### config.mk
export PLATFORM = sky130hd
export DESIGN_NAME = sent_frame_transmitter_diag
export DESIGN_NICKNAME = d
export VERILOG_FILES = /design/src/sent_frame_pkg.sv /design/src/sent_frame_transmitter_diag.sv
export SDC_FILE = /design/constraint.sdc
export NUM_CORES = 1
export LEC_CHECK = 0
export BUFFER_PORTS_ARGS = -buffer_cell sky130_fd_sc_hd__buf_4
export CAP_MARGIN = 20
export CORE_ASPECT_RATIO = 1.75
export CORE_MARGIN = 3
export CORE_UTILIZATION = 32
export CTS_CLUSTER_DIAMETER = 60
export DETAILED_ROUTE_END_ITERATION = 16
export GPL_TIMING_DRIVEN = 0
export SLEW_MARGIN = 20
export SYNTH_ARGS = -nofsm -noshare
export SYNTH_HDL_FRONTEND = slang
export SYNTH_SLANG_ARGS = --single-unit
### constraint.sdc
create_clock -name clk_i -period 23.4 [get_ports clk_i]
set_input_delay 2.34 -clock clk_i [delete_from_list [all_inputs] [get_ports clk_i]]
set_output_delay 2.34 -clock clk_i [all_outputs]
set_load 0.01 [all_outputs]
### src/sent_frame_pkg.sv
// Constants and types for the nibble frame transmitter with diagnostics
`default_nettype none
package sent_frame_pkg;
   // Clock and self-test timing
   localparam int unsigned CLK_HZ = 10_000_000;
   localparam int unsigned LOGIC_SELF_TEST_MS = 10;
   localparam int unsigned LOGIC_SELF_TEST_CYC = CLK_HZ / 1000 * LOGIC_SELF_TEST_MS;
   // Tick counts of the frame symbols and index of the last nibble
   localparam logic [9:0] LOW_TICKS = 10'h005;
   localparam logic [9:0] NIB_BASE = 10'h00c;
   localparam logic [9:0] SYNC_TICKS = 10'h038;
   localparam logic [9:0] FRAME_TICKS = 10'h11c;
   localparam logic [2:0] LAST_NIB3 = 3'h4;
   localparam logic [2:0] LAST_NIB6 = 3'h7;
   // Check nibble: x^4+x^3+x^2+1, seed 0101
   localparam logic [3:0] CRC_POLY = 4'hd;
   localparam logic [3:0] CRC_SEED = 4'h5;
   // Nonvolatile word offsets
   localparam logic [7:0] ADR_FRAME = 8'h17;
   localparam logic [7:0] ADR_CFG1 = 8'h18;
   localparam logic [7:0] ADR_CFG2 = 8'h19;
   localparam logic [7:0] ADR_MASK = 8'h1e;
   localparam logic [7:0] ADR_SCR = 8'h1f;
   // Field positions in the frame word
   localparam int TICK_LSB = 3;
   localparam int TICK_MSB = 8;
   localparam int DMODE_BIT = 12;
   localparam int SC_LSB = 16;
   localparam int SC_MSB = 17;
   localparam int PAUSE_BIT = 20;
   // Field positions in the customer words
   localparam int THR_MSB = 10;
   localparam int OFS_MSB = 11;
   localparam int POL_BIT = 12;
   localparam int MSK_HALL = 10;
   localparam int MSK_LOGIC_SELF_TEST = 11;
   // Error word bit positions
   localparam int E_SUPPLY_LOSS_FLAG = 0;
   localparam int E_MISSING_FIELD_FLAG = 1;
   localparam int E_INTERNAL_FAULT_FLAG = 2;
   localparam int E_TMP = 4;
   localparam int E_EEP1 = 5;
   localparam int E_EEP2 = 6;
   localparam int E2_HALL = 3;
   localparam int E2_LOGIC_SELF_TEST = 4;
   localparam logic [6:0] ERR1_RST = 7'h01;
   // Synchroniser lanes
   localparam int S_HOT = 0;
   localparam int S_LOST = 1;
   localparam int S_UV = 2;
   // Hall ring self-test
   localparam int RING_N = 32;
   localparam logic [4:0] RING_LAST = 5'h1f;
   localparam logic [11:0] HALL_TOL = 12'h040;
   localparam int RING_SHIFT = 7;

   typedef enum logic [2:0] {F_SYNC = 3'b001, F_NIB = 3'b010, F_PAUSE = 3'b100} frame_e;
   typedef enum logic [2:0] {T_IDLE = 3'b001, T_LOGIC_SELF_TEST = 3'b010, T_HALL = 3'b100} test_e;

   typedef struct packed {
      logic [23:0] frame;
      logic [23:0] cfg1;
      logic [23:0] cfg2;
      logic [23:0] mask;
      logic [23:0] scr;
   } cfg_s;

   typedef struct packed {
      frame_e frame_st;
      test_e test_st;
      logic [7:0] pre;
      logic [9:0] tcnt;
      logic [9:0] fcnt;
      logic [9:0] plen;
      logic [2:0] nidx;
      logic [23:0] pay;
      logic [3:0] stat;
      logic [3:0] crc;
      logic six;
      logic [3:0] ser_idx;
      logic line;
      logic [2:0] sync1;
      logic [2:0] sync2;
      logic [6:0] err1;
      logic lb_fail;
      logic hall_fail;
      cfg_s cfg;
      logic [23:0] rdata;
      logic [19:0] lbc;
      logic [4:0] ridx;
      logic [RING_N-1:0][11:0] ring;
   } state_s;
endpackage
`default_nettype wire

### src/sent_frame_transmitter_diag.sv
// Nibble frame transmitter with diagnostic flags and configuration words
`timescale 1ns/1ps
`default_nettype none
module sent_frame_transmitter_diag
   import sent_frame_pkg::*;
#(
   parameter int unsigned LOGIC_SELF_TEST_CYCLES = LOGIC_SELF_TEST_CYC
)
(
   input wire logic clk_i,
   input wire logic rst_i,
   input wire logic [11:0] angle_i,
   input wire logic [10:0] field_i,
   input wire logic ecc_single_i,
   input wire logic ecc_double_i,
   input wire logic logic_fault_i,
   input wire logic hot_i,
   input wire logic lost_i,
   input wire logic uv_i,
   input wire logic err_clear_i,
   input wire logic logic_self_test_req_i,
   input wire logic logic_self_test_fail_i,
   input wire logic hall_req_spi_i,
   input wire logic hall_req_sent_i,
   input wire logic meas_valid_i,
   input wire logic nv_wr_i,
   input wire logic [7:0] nv_addr_i,
   input wire logic [23:0] nv_wdata_i,
   input wire logic [4:0] ring_idx_i,
   output logic sent_o,
   output logic [23:0] nv_rdata_o,
   output logic [12:0] err1_o,
   output logic [12:0] second_error_flags_word_o,
   output logic err_flag_o,
   output logic low_supply_o,
   output logic logic_self_test_run_o,
   output logic bias_en_o,
   output logic [4:0] bias_idx_o,
   output logic [11:0] ring_angle_o,
   output logic [11:0] angle_o
);
   localparam state_s RST = '{frame_st: F_PAUSE, test_st: T_IDLE, plen: NIB_BASE,
                              err1: ERR1_RST, default: '0};
   localparam logic [19:0] LB_LAST = 20'(LOGIC_SELF_TEST_CYCLES - 1);

   state_s q;
   state_s d;
   logic tick;
   logic sym_end;
   logic [9:0] sym_len;
   logic [3:0] cur_nib;
   logic [2:0] last_nib;
   logic [11:0] amap;
   logic [23:0] new_pay;
   logic [3:0] new_stat;
   logic err_any;
   logic [11:0] hdiff;

   // Augmented 4-bit checksum over three or six data nibbles
   function automatic logic [3:0] crc_calc(input logic [23:0] p, input logic six);
      logic [3:0] c;
      logic [23:0] sh;
      logic fb;
      int nd;
      begin
         c = CRC_SEED;
         sh = p;
         nd = six ? 6 : 3;
         for (int i = 0; i <= 6; i++)
         begin
            if (i <= nd)
            begin
               for (int k = 0; k < 4; k++)
               begin
                  fb = c[3];
                  c = {c[2:0], 1'b0};
                  if (fb)
                     c = c ^ CRC_POLY;
               end
               c = c ^ ((i < nd) ? sh[23:20] : 4'h0);
               sh = sh << 4;
            end
         end
         return c;
      end
   endfunction

   // Angle inverted by the direction bit and offset, wrapping in the 12-bit range
   assign amap = (q.cfg.cfg2[POL_BIT] ? ~angle_i : angle_i) + q.cfg.cfg2[OFS_MSB:0];
   // Unmasked flags reach the serial error flag
   assign err_any = |(q.err1 & ~q.cfg.mask[6:0])
                  | (q.lb_fail & ~q.cfg.mask[MSK_LOGIC_SELF_TEST])
                  | (q.hall_fail & ~q.cfg.mask[MSK_HALL]);
   // Snapshot for the next frame: angle, complement and status
   assign new_pay = {amap, ~amap};
   assign new_stat = {(q.cfg.frame[SC_MSB:SC_LSB] != 2'h0) && (q.ser_idx == 4'h0),
                      (q.cfg.frame[SC_MSB:SC_LSB] != 2'h0) && q.cfg.scr[q.ser_idx],
                      q.test_st == T_HALL, err_any};
   // Tick prescaler from the tick-period field
   // Greater-or-equal so that a shorter tick written mid-count does not wrap the prescaler
   assign tick = (q.pre >= {2'h0, q.cfg.frame[TICK_MSB:TICK_LSB]});
   assign last_nib = q.six ? LAST_NIB6 : LAST_NIB3;
   // Distance of the new element angle from its nominal ring position
   assign hdiff = angle_i - {q.ridx, 7'h00};

   // Nibble value and symbol length in ticks
   always_comb
   begin
      cur_nib = q.crc;
      if (q.nidx == 3'h0)
         cur_nib = q.stat;
      else if (q.nidx != last_nib)
         cur_nib = 4'(q.pay >> (5'd24 - {q.nidx, 2'b00}));
      case (q.frame_st)
         F_SYNC: sym_len = SYNC_TICKS;
         F_NIB: sym_len = NIB_BASE + {6'h0, cur_nib};
         F_PAUSE: sym_len = q.plen;
         default: sym_len = SYNC_TICKS;
      endcase
   end
   assign sym_end = tick && (q.tcnt == sym_len - 10'h001);

   // Next state of the whole block
   always_comb
   begin
      d = q;
      d.sync1 = {uv_i, lost_i, hot_i};
      d.sync2 = q.sync1;
      d.pre = tick ? 8'h00 : q.pre + 8'h01;
      // Configuration word access
      if (nv_wr_i)
      begin
         case (nv_addr_i)
            ADR_FRAME: d.cfg.frame = nv_wdata_i;
            ADR_CFG1: d.cfg.cfg1 = nv_wdata_i;
            ADR_CFG2: d.cfg.cfg2 = nv_wdata_i;
            ADR_MASK: d.cfg.mask = nv_wdata_i;
            ADR_SCR: d.cfg.scr = nv_wdata_i;
            default: d.cfg = q.cfg;
         endcase
      end
      case (nv_addr_i)
         ADR_FRAME: d.rdata = q.cfg.frame;
         ADR_CFG1: d.rdata = q.cfg.cfg1;
         ADR_CFG2: d.rdata = q.cfg.cfg2;
         ADR_MASK: d.rdata = q.cfg.mask;
         ADR_SCR: d.rdata = q.cfg.scr;
         default: d.rdata = 24'h000000;
      endcase
      // Frame sequencing, one symbol after another
      if (tick)
      begin
         d.tcnt = q.tcnt + 10'h001;
         d.fcnt = q.fcnt + 10'h001;
      end
      if (sym_end)
      begin
         d.tcnt = 10'h000;
         case (q.frame_st)
            F_SYNC:
            begin
               d.frame_st = F_NIB;
               d.nidx = 3'h0;
            end
            F_NIB:
            begin
               if (q.nidx != last_nib)
                  d.nidx = q.nidx + 3'h1;
               else if (q.cfg.frame[PAUSE_BIT])
               begin
                  d.frame_st = F_PAUSE;
                  d.plen = FRAME_TICKS - d.fcnt;
               end
               else
                  d.frame_st = F_SYNC;
            end
            F_PAUSE: d.frame_st = F_SYNC;
            default: d.frame_st = F_SYNC;
         endcase
         if (d.frame_st == F_SYNC)
         begin
            d.fcnt = 10'h000;
            d.pay = new_pay;
            d.stat = new_stat;
            d.six = q.cfg.frame[DMODE_BIT];
            d.crc = crc_calc(new_pay, q.cfg.frame[DMODE_BIT]);
            d.ser_idx = q.ser_idx + 4'h1;
         end
      end
      // Low for the first five ticks of each symbol, then high
      d.line = (d.tcnt >= LOW_TICKS);
      // Sticky error flags, a new event wins over the clear
      if (err_clear_i)
      begin
         d.err1 = 7'h00;
         d.lb_fail = 1'b0;
         d.hall_fail = 1'b0;
      end
      d.err1[E_EEP2] = d.err1[E_EEP2] | ecc_double_i;
      d.err1[E_EEP1] = d.err1[E_EEP1] | ecc_single_i;
      d.err1[E_TMP] = d.err1[E_TMP] | q.sync2[S_HOT];
      d.err1[E_INTERNAL_FAULT_FLAG] = d.err1[E_INTERNAL_FAULT_FLAG] | logic_fault_i;
      d.err1[E_MISSING_FIELD_FLAG] = d.err1[E_MISSING_FIELD_FLAG] | (field_i < q.cfg.cfg1[THR_MSB:0]);
      d.err1[E_SUPPLY_LOSS_FLAG] = d.err1[E_SUPPLY_LOSS_FLAG] | q.sync2[S_LOST];
      // Self-test sequencer
      case (q.test_st)
         T_IDLE:
         begin
            d.lbc = 20'h00000;
            d.ridx = 5'h00;
            if (logic_self_test_req_i)
               d.test_st = T_LOGIC_SELF_TEST;
            else if (hall_req_spi_i || hall_req_sent_i)
               d.test_st = T_HALL;
         end
         T_LOGIC_SELF_TEST:
         begin
            d.lbc = q.lbc + 20'h00001;
            if (q.lbc == LB_LAST)
            begin
               d.test_st = T_IDLE;
               d.lb_fail = d.lb_fail | logic_self_test_fail_i;
            end
         end
         T_HALL:
         begin
            if (meas_valid_i)
            begin
               d.ring[q.ridx] = angle_i;
               d.ridx = q.ridx + 5'h01;
               if (q.ridx == RING_LAST)
                  d.test_st = T_IDLE;
               if ((hdiff > HALL_TOL) && (hdiff < -HALL_TOL))
                  d.hall_fail = 1'b1;
            end
         end
         default: d.test_st = T_IDLE;
      endcase
   end

   // State register
   always_ff @(posedge clk_i or posedge rst_i)
   begin
      if (rst_i)
         q <= RST;
      else
         q <= d;
   end

   // Outputs from the state register and, for angle_o, from the mapped angle input
   assign sent_o = q.line;
   assign nv_rdata_o = q.rdata;
   assign err1_o = {6'h00, q.err1};
   assign second_error_flags_word_o = {8'h00, q.lb_fail, q.hall_fail, 3'h0};
   assign err_flag_o = err_any;
   assign low_supply_o = q.sync2[S_UV];
   assign logic_self_test_run_o = (q.test_st == T_LOGIC_SELF_TEST);
   assign bias_en_o = (q.test_st == T_HALL);
   assign bias_idx_o = q.ridx;
   assign ring_angle_o = q.ring[ring_idx_i];
   assign angle_o = amap;

   // Helper counts for the checks: clocks low, ticks high
   logic [15:0] low_clk;
   logic [9:0] hi_tk;
   frame_e hi_sym;
   logic cfg_moved;
   always_ff @(posedge clk_i or posedge rst_i)
   begin
      if (rst_i)
      begin
         cfg_moved <= 1'b0;
         low_clk <= 16'h0000;
         hi_tk <= 10'h000;
         hi_sym <= F_PAUSE;
      end
      else
      begin
         low_clk <= sent_o ? 16'h0000 : low_clk + 16'h0001;
         // Frame word rewritten while the line is low: tick length not fixed
         cfg_moved <= (sent_o ? 1'b0 : cfg_moved) | (d.cfg.frame != q.cfg.frame);
         if (!sent_o)
            hi_tk <= 10'h000;
         else if (tick)
            hi_tk <= hi_tk + 10'h001;
         if (!sent_o)
            hi_sym <= q.frame_st;
      end
   end
endmodule
`default_nettype wire

**Yosys cells after proc, flatten, opt, wreduce, memory -nomap -nowiden**

Index checks and enable logic that the tools add are counted.
Widths: inputs -> output; s select.

- Output and inout bits: 84
- Logic and storage cells: 385
- Register bits: 652
- Input port bits: 75

- Muxes and demuxes: 194
- Reduce and logical (&&, ||, !) cells: 24
- Equal/unequal tests: 21
- Bitwise gates (word level): 51
- Magnitude comparators: 23
- Add/sub/neg operators: 13
- Shift operators: 1

Operators with widths:

| cell | count |
|---|---|
| $mux 4 | 135 |
| $mux 24 | 18 |
| $mux 389 | 1 |
| $bwmux 384 | 1 |
| $pmux 24 s5 | 1 |
| $not 3->3 | 26 |
| $mux 70 | 1 |
| $bmux 12 s5 | 1 |
| $demux 12 s5 | 1 |
| $eq 8x5->1 const B | 5 |
| $mux 10 | 4 |
| $pmux 20 s2 | 1 |
| $mux 37 | 1 |
| $mux 12 | 3 |
| $mux 3 | 10 |
| $xor 4x4->4 | 7 |
| $not 12->12 | 2 |
| $shr 24x5->4 | 1 |
| $add 10x1->10 const B | 2 |
| $add 20x1->20 const B | 1 |
| $eq 20x17->1 const B | 1 |
| $mux 20 | 1 |
| $pmux 10 s2 | 1 |
| $reduce_and 2->1 | 8 |
| other kinds (54) | 94 |

**Logic depth before layout (Yosys ltp)**

- Depth after elaboration: 172
- Gate-level depth with buffers: 23
- Mapped depth without buffers: 18

**Least setup slack after synthesis**

No wires, ideal clock.

- Path type: input -> output
- Start: in ring_idx_i[0]
- End: out ring_angle_o[7]
- Buffers on the path: 3
- Arrival: 4818 ps
- Stages: 6
- Path slack: 16242 ps
- Required time: 21060 ps
- Cells stage by stage: clkbuf_1 clkbuf_1 buf_1 mux4_2 mux4_2 mux2_2

- Cells in the longest elaborated chain, start to end: 2

Ends and longest elaborated chain:

| item | RTL line | source |
|---|---|---|
| from (decl) | sent_frame_transmitter_diag.sv:29 | `input wire logic [4:0] ring_idx_i,` |
| $bmux 12 s5 | sent_frame_transmitter_diag.sv:260 | `assign ring_angle_o = q.ring[ring_idx_i];` |
| $mux 12 (not written as such) | sent_frame_transmitter_diag.sv:260 |  |
| to (decl) | sent_frame_transmitter_diag.sv:39 | `output logic [11:0] ring_angle_o,` |

No other way between the ends. The select of a mux whose other input is x is not followed.

**Final worst setup path**

- Start: in ring_idx_i[1]
- End: out ring_angle_o[11]

Same word-level chain as after synthesis.

==> metrics.md <==
| Metric | Value |
|---|---|
| Status | finished, final reports clean |
| RSZ-0062 raised after global routing | false |
| CP Data Required Time | 21.06 ns |
| Critical Path End Type | output port |
| Number of synthesized flops with an enable pin | 0 |
| WHS | 0.351 ns |
| CP Class | in2out |
| Wire per inst | 21.1 um |
| First-pass GRT wire length | 129000 um |
| IO Count | 159 |
| Initial drt markers | between 1000 and 1500 |
| GP Congestion | roughly 0.80 |
| DRC Markers | 0 |
| R2R cell count | 18 |
| Switching Share | between 20% and 30% |
| Power share of the clock group | 37.4% |
| Post-DP HPWL | 63300 um |
| Vias | about 20000 |
| Commonest non-fill, non-tap cell in the layout | dfrtp_1 |
| Post-CTS setup repair buffer count | 0 |
| Input/output buffers | 133 |
| Slew margin rel. | 27.1% |
| Seq/Total Area, Yosys | ~52% |
| GRT Total Usage | 16.3% |
| GRT overflow | 0 |
| Htree depth | 3 |
| Synth top area cells | dfrtp_1 51%, mux2_2 17%, mux4_2 9.2% |
| Final Max Slew Viols | 0 |
| First drt pass iteration count | 7 |
| Sequential share of power | between 40% and 50% |
| Cts bufs inserted | between 60 and 70 |
| Largest fanout on the critical path | 10 |
| Worst skew pair latency | 0.62 ns |
| CTS max path bufs | 3 |
| Synth Instances | 2403 |
| Post_cts resized | 0 |
| Slowest library cell on the worst path | clkbuf_1 |
| Yosys top cell area share | about half |
| Final wirelength | about 84000 um |
| Leak pwr | around 18 nW |
| Hold depth | 0 |
| Vias in the first global route | 21300 |
| Endpoints failing setup | 0 |
| Min Tclk post-route | slightly above 8 ns |
| Synthesized area | 31700 um^2 |
| Comb power frac | a little under a fifth |
| Die X | between 200 and 250 um |
| Share of the clock period used by the worst path | 34.8% |
| Largest net degree at the start of global routing | approximately 110 |
| Reg clk slew, reported paths | around 0.05 ns |
| Synth warnings | 0 |
| Die Area | between 100000 and 150000 um^2 |
| # hold bufs at CTS | 0 |
| Power Dens Cells | 78.7 nW/um^2 |
| Die height | 422 um |
| Psw | 809 uW |
| Initial Utilization | 32.3% |
| Setup skew after layout | 0.0220 ns |
| Max-cap violations | 0 |
| Tightest Pin Transition | 1.09 ns |
| Site row count | 152 |
| Area Overhead vs Synth | 16.1% |
| Final ANT Viol Nets | 0 |
| Core area | between 90000 and 100000 um^2 |
| CTS tree | built |
| P_int | 2.09 mW |
| Share of cells above drive strength 1 | 37.0% |
| Vias per cell | 5.00 |
| Clock Root Buffer | clkbuf_16 |
| Synth area leader | dfrtp_1 |
| Upper clock frequency limit | 123 MHz |
| Critical path arrival | slightly below 6 ns |
| Worst Hold Class | reg2reg |
| Total power | 2.90 mW |
| Commonest non-fill, non-tap cells in the layout | 647 x dfrtp_1, 489 x mux2_2, 202 x buf_4 |
| Yosys reg bits | ~650 |
| Clock sinks | 652 |
| Crit-path max cell delay | 0.81 ns |
| Cell Chain, Critical Path | clkbuf_1 > buf_1 > clkbuf_1 > mux4_2 > mux4_2 > mux2_2 > buf_4 |
| Initial antenna violation count | 5 |
| Fin nets | about 2800 |
| Worst Setup Start Kind | input pin |
| Synth Flop Type | dfrtp_1 |
| Asr flop ratio synth | 100% |
| Hold Violations, Final | 0 |
| Flop2flop setup slack | 17.89 ns |
| Worst IR drop on VDD | 55.9 uV |
| Avg Cell Area, Syn | 13.2 um^2 |
| Distinct cells, synth | 80 |
==> cell type report <==
type,count,area (um^2)
fill,9544,61300
sequential,652,16300
multi-input combinational,1489,14100
clock buffer,96,1970
tap,1309,1640
buffer,228,1180
timing repair buffer,140,1170
clock inverter,22,234
inverter,52,203
antenna,2,5.00
==> critical path: cells and delay by family <==
kind,cells,cell delay [ns]
buffers and inverters,4,2.06
multiplexers,3,1.36
==> worst paths after layout <==
kind	startpoint	to
worst min register to register	d[564]$_DFF_PP0_	low_supply_o$_DFF_PP0_
worst max-delay path	ring_idx_i[1]	ring_angle_o[11]
worst max register to register	q[493]$_DFFE_PP0P_	q[574]$_DFFE_PP0P_
max in group asynchronous	rst_i	async pin
worst min-delay path	d[564]$_DFF_PP0_	low_supply_o$_DFF_PP0_
min in group asynchronous	rst_i	q[391]$_DFFE_PP0P_
==> metal layers <==
| metal | GRT usage, % | vias to the layer above | share of wire (%) |
|---|---|---|---|
| met5 | 0 | - | 0.015 |
| met4 | 5.97 | 2 | 3.3 |
| met3 | 2.27 | 141 | 3.4 |
| met2 | 31.8 | 342 | 56 |
| met1 | 17.7 | 10400 | 37 |
| li1 | - | 9061 | - |
==> cells in the mapped netlist (all sizes together) (8+ instances only) <==
cell type / n
a222oi: 24
o21a: 11
nor2: 87
a22oi: 25
a21o: 22
mux2: 489
xor2: 40
mux4: 129
clkbuf: 108
mux2i: 13
buf: 120
o211ai: 10
nand3: 35
dfrtp: 647
nand2b: 10
o21ai: 75
nand4: 12
ha: 48
xnor2: 63
and3: 11
a21oi: 31
o22ai: 8
nor3: 18
nand2: 206
and2: 8
o31ai: 14
inv: 51
==> per-stage QoR <==
stage	area (um^2)	util [%]	setup WS [ns]	setup TNS, ns	cells
after floorplan	31800	-	2.80	0	2421
final	36800	37.5	15.26	0	3990
after global routing	36800	37.5	15.11	0	3990
after detailed placement	34600	35.2	14.97	0	3870
after global placement	34400	35.0	-5.06	-3217.70	3863
after CTS	36800	37.5	14.96	0	3988
==> power groups by stage <==
stage               clock [mW]  sequential [mW]  combinational, mW
floorplan                    0             1.26              0.420
global placement             0             1.28              0.551
detailed placement           0             1.28              0.564
CTS                       1.11             1.26              0.566
global route              1.15             1.27              0.616
finish                    1.08             1.26              0.555
==> cell families (layout without fill, tap and decap cells) <==
logic type | count (synthesis) | count (layout) | share of synthesized area [%]
flip-flops | 652 | 652 | 51.5
adder cells (fa/ha/maj) | 50 | 50 | 2.02
other | 1 | 21 | 0.0118
AO/OA/AOI/OAI | 254 | 254 | 5.52
XOR/XNOR | 109 | 109 | 3.43
AND/OR/NAND/NOR | 426 | 426 | 6.22
buffers and inverters | 280 | 538 | 4.32
multiplexers | 631 | 631 | 27.0
(Power assumes the default switching activity.)
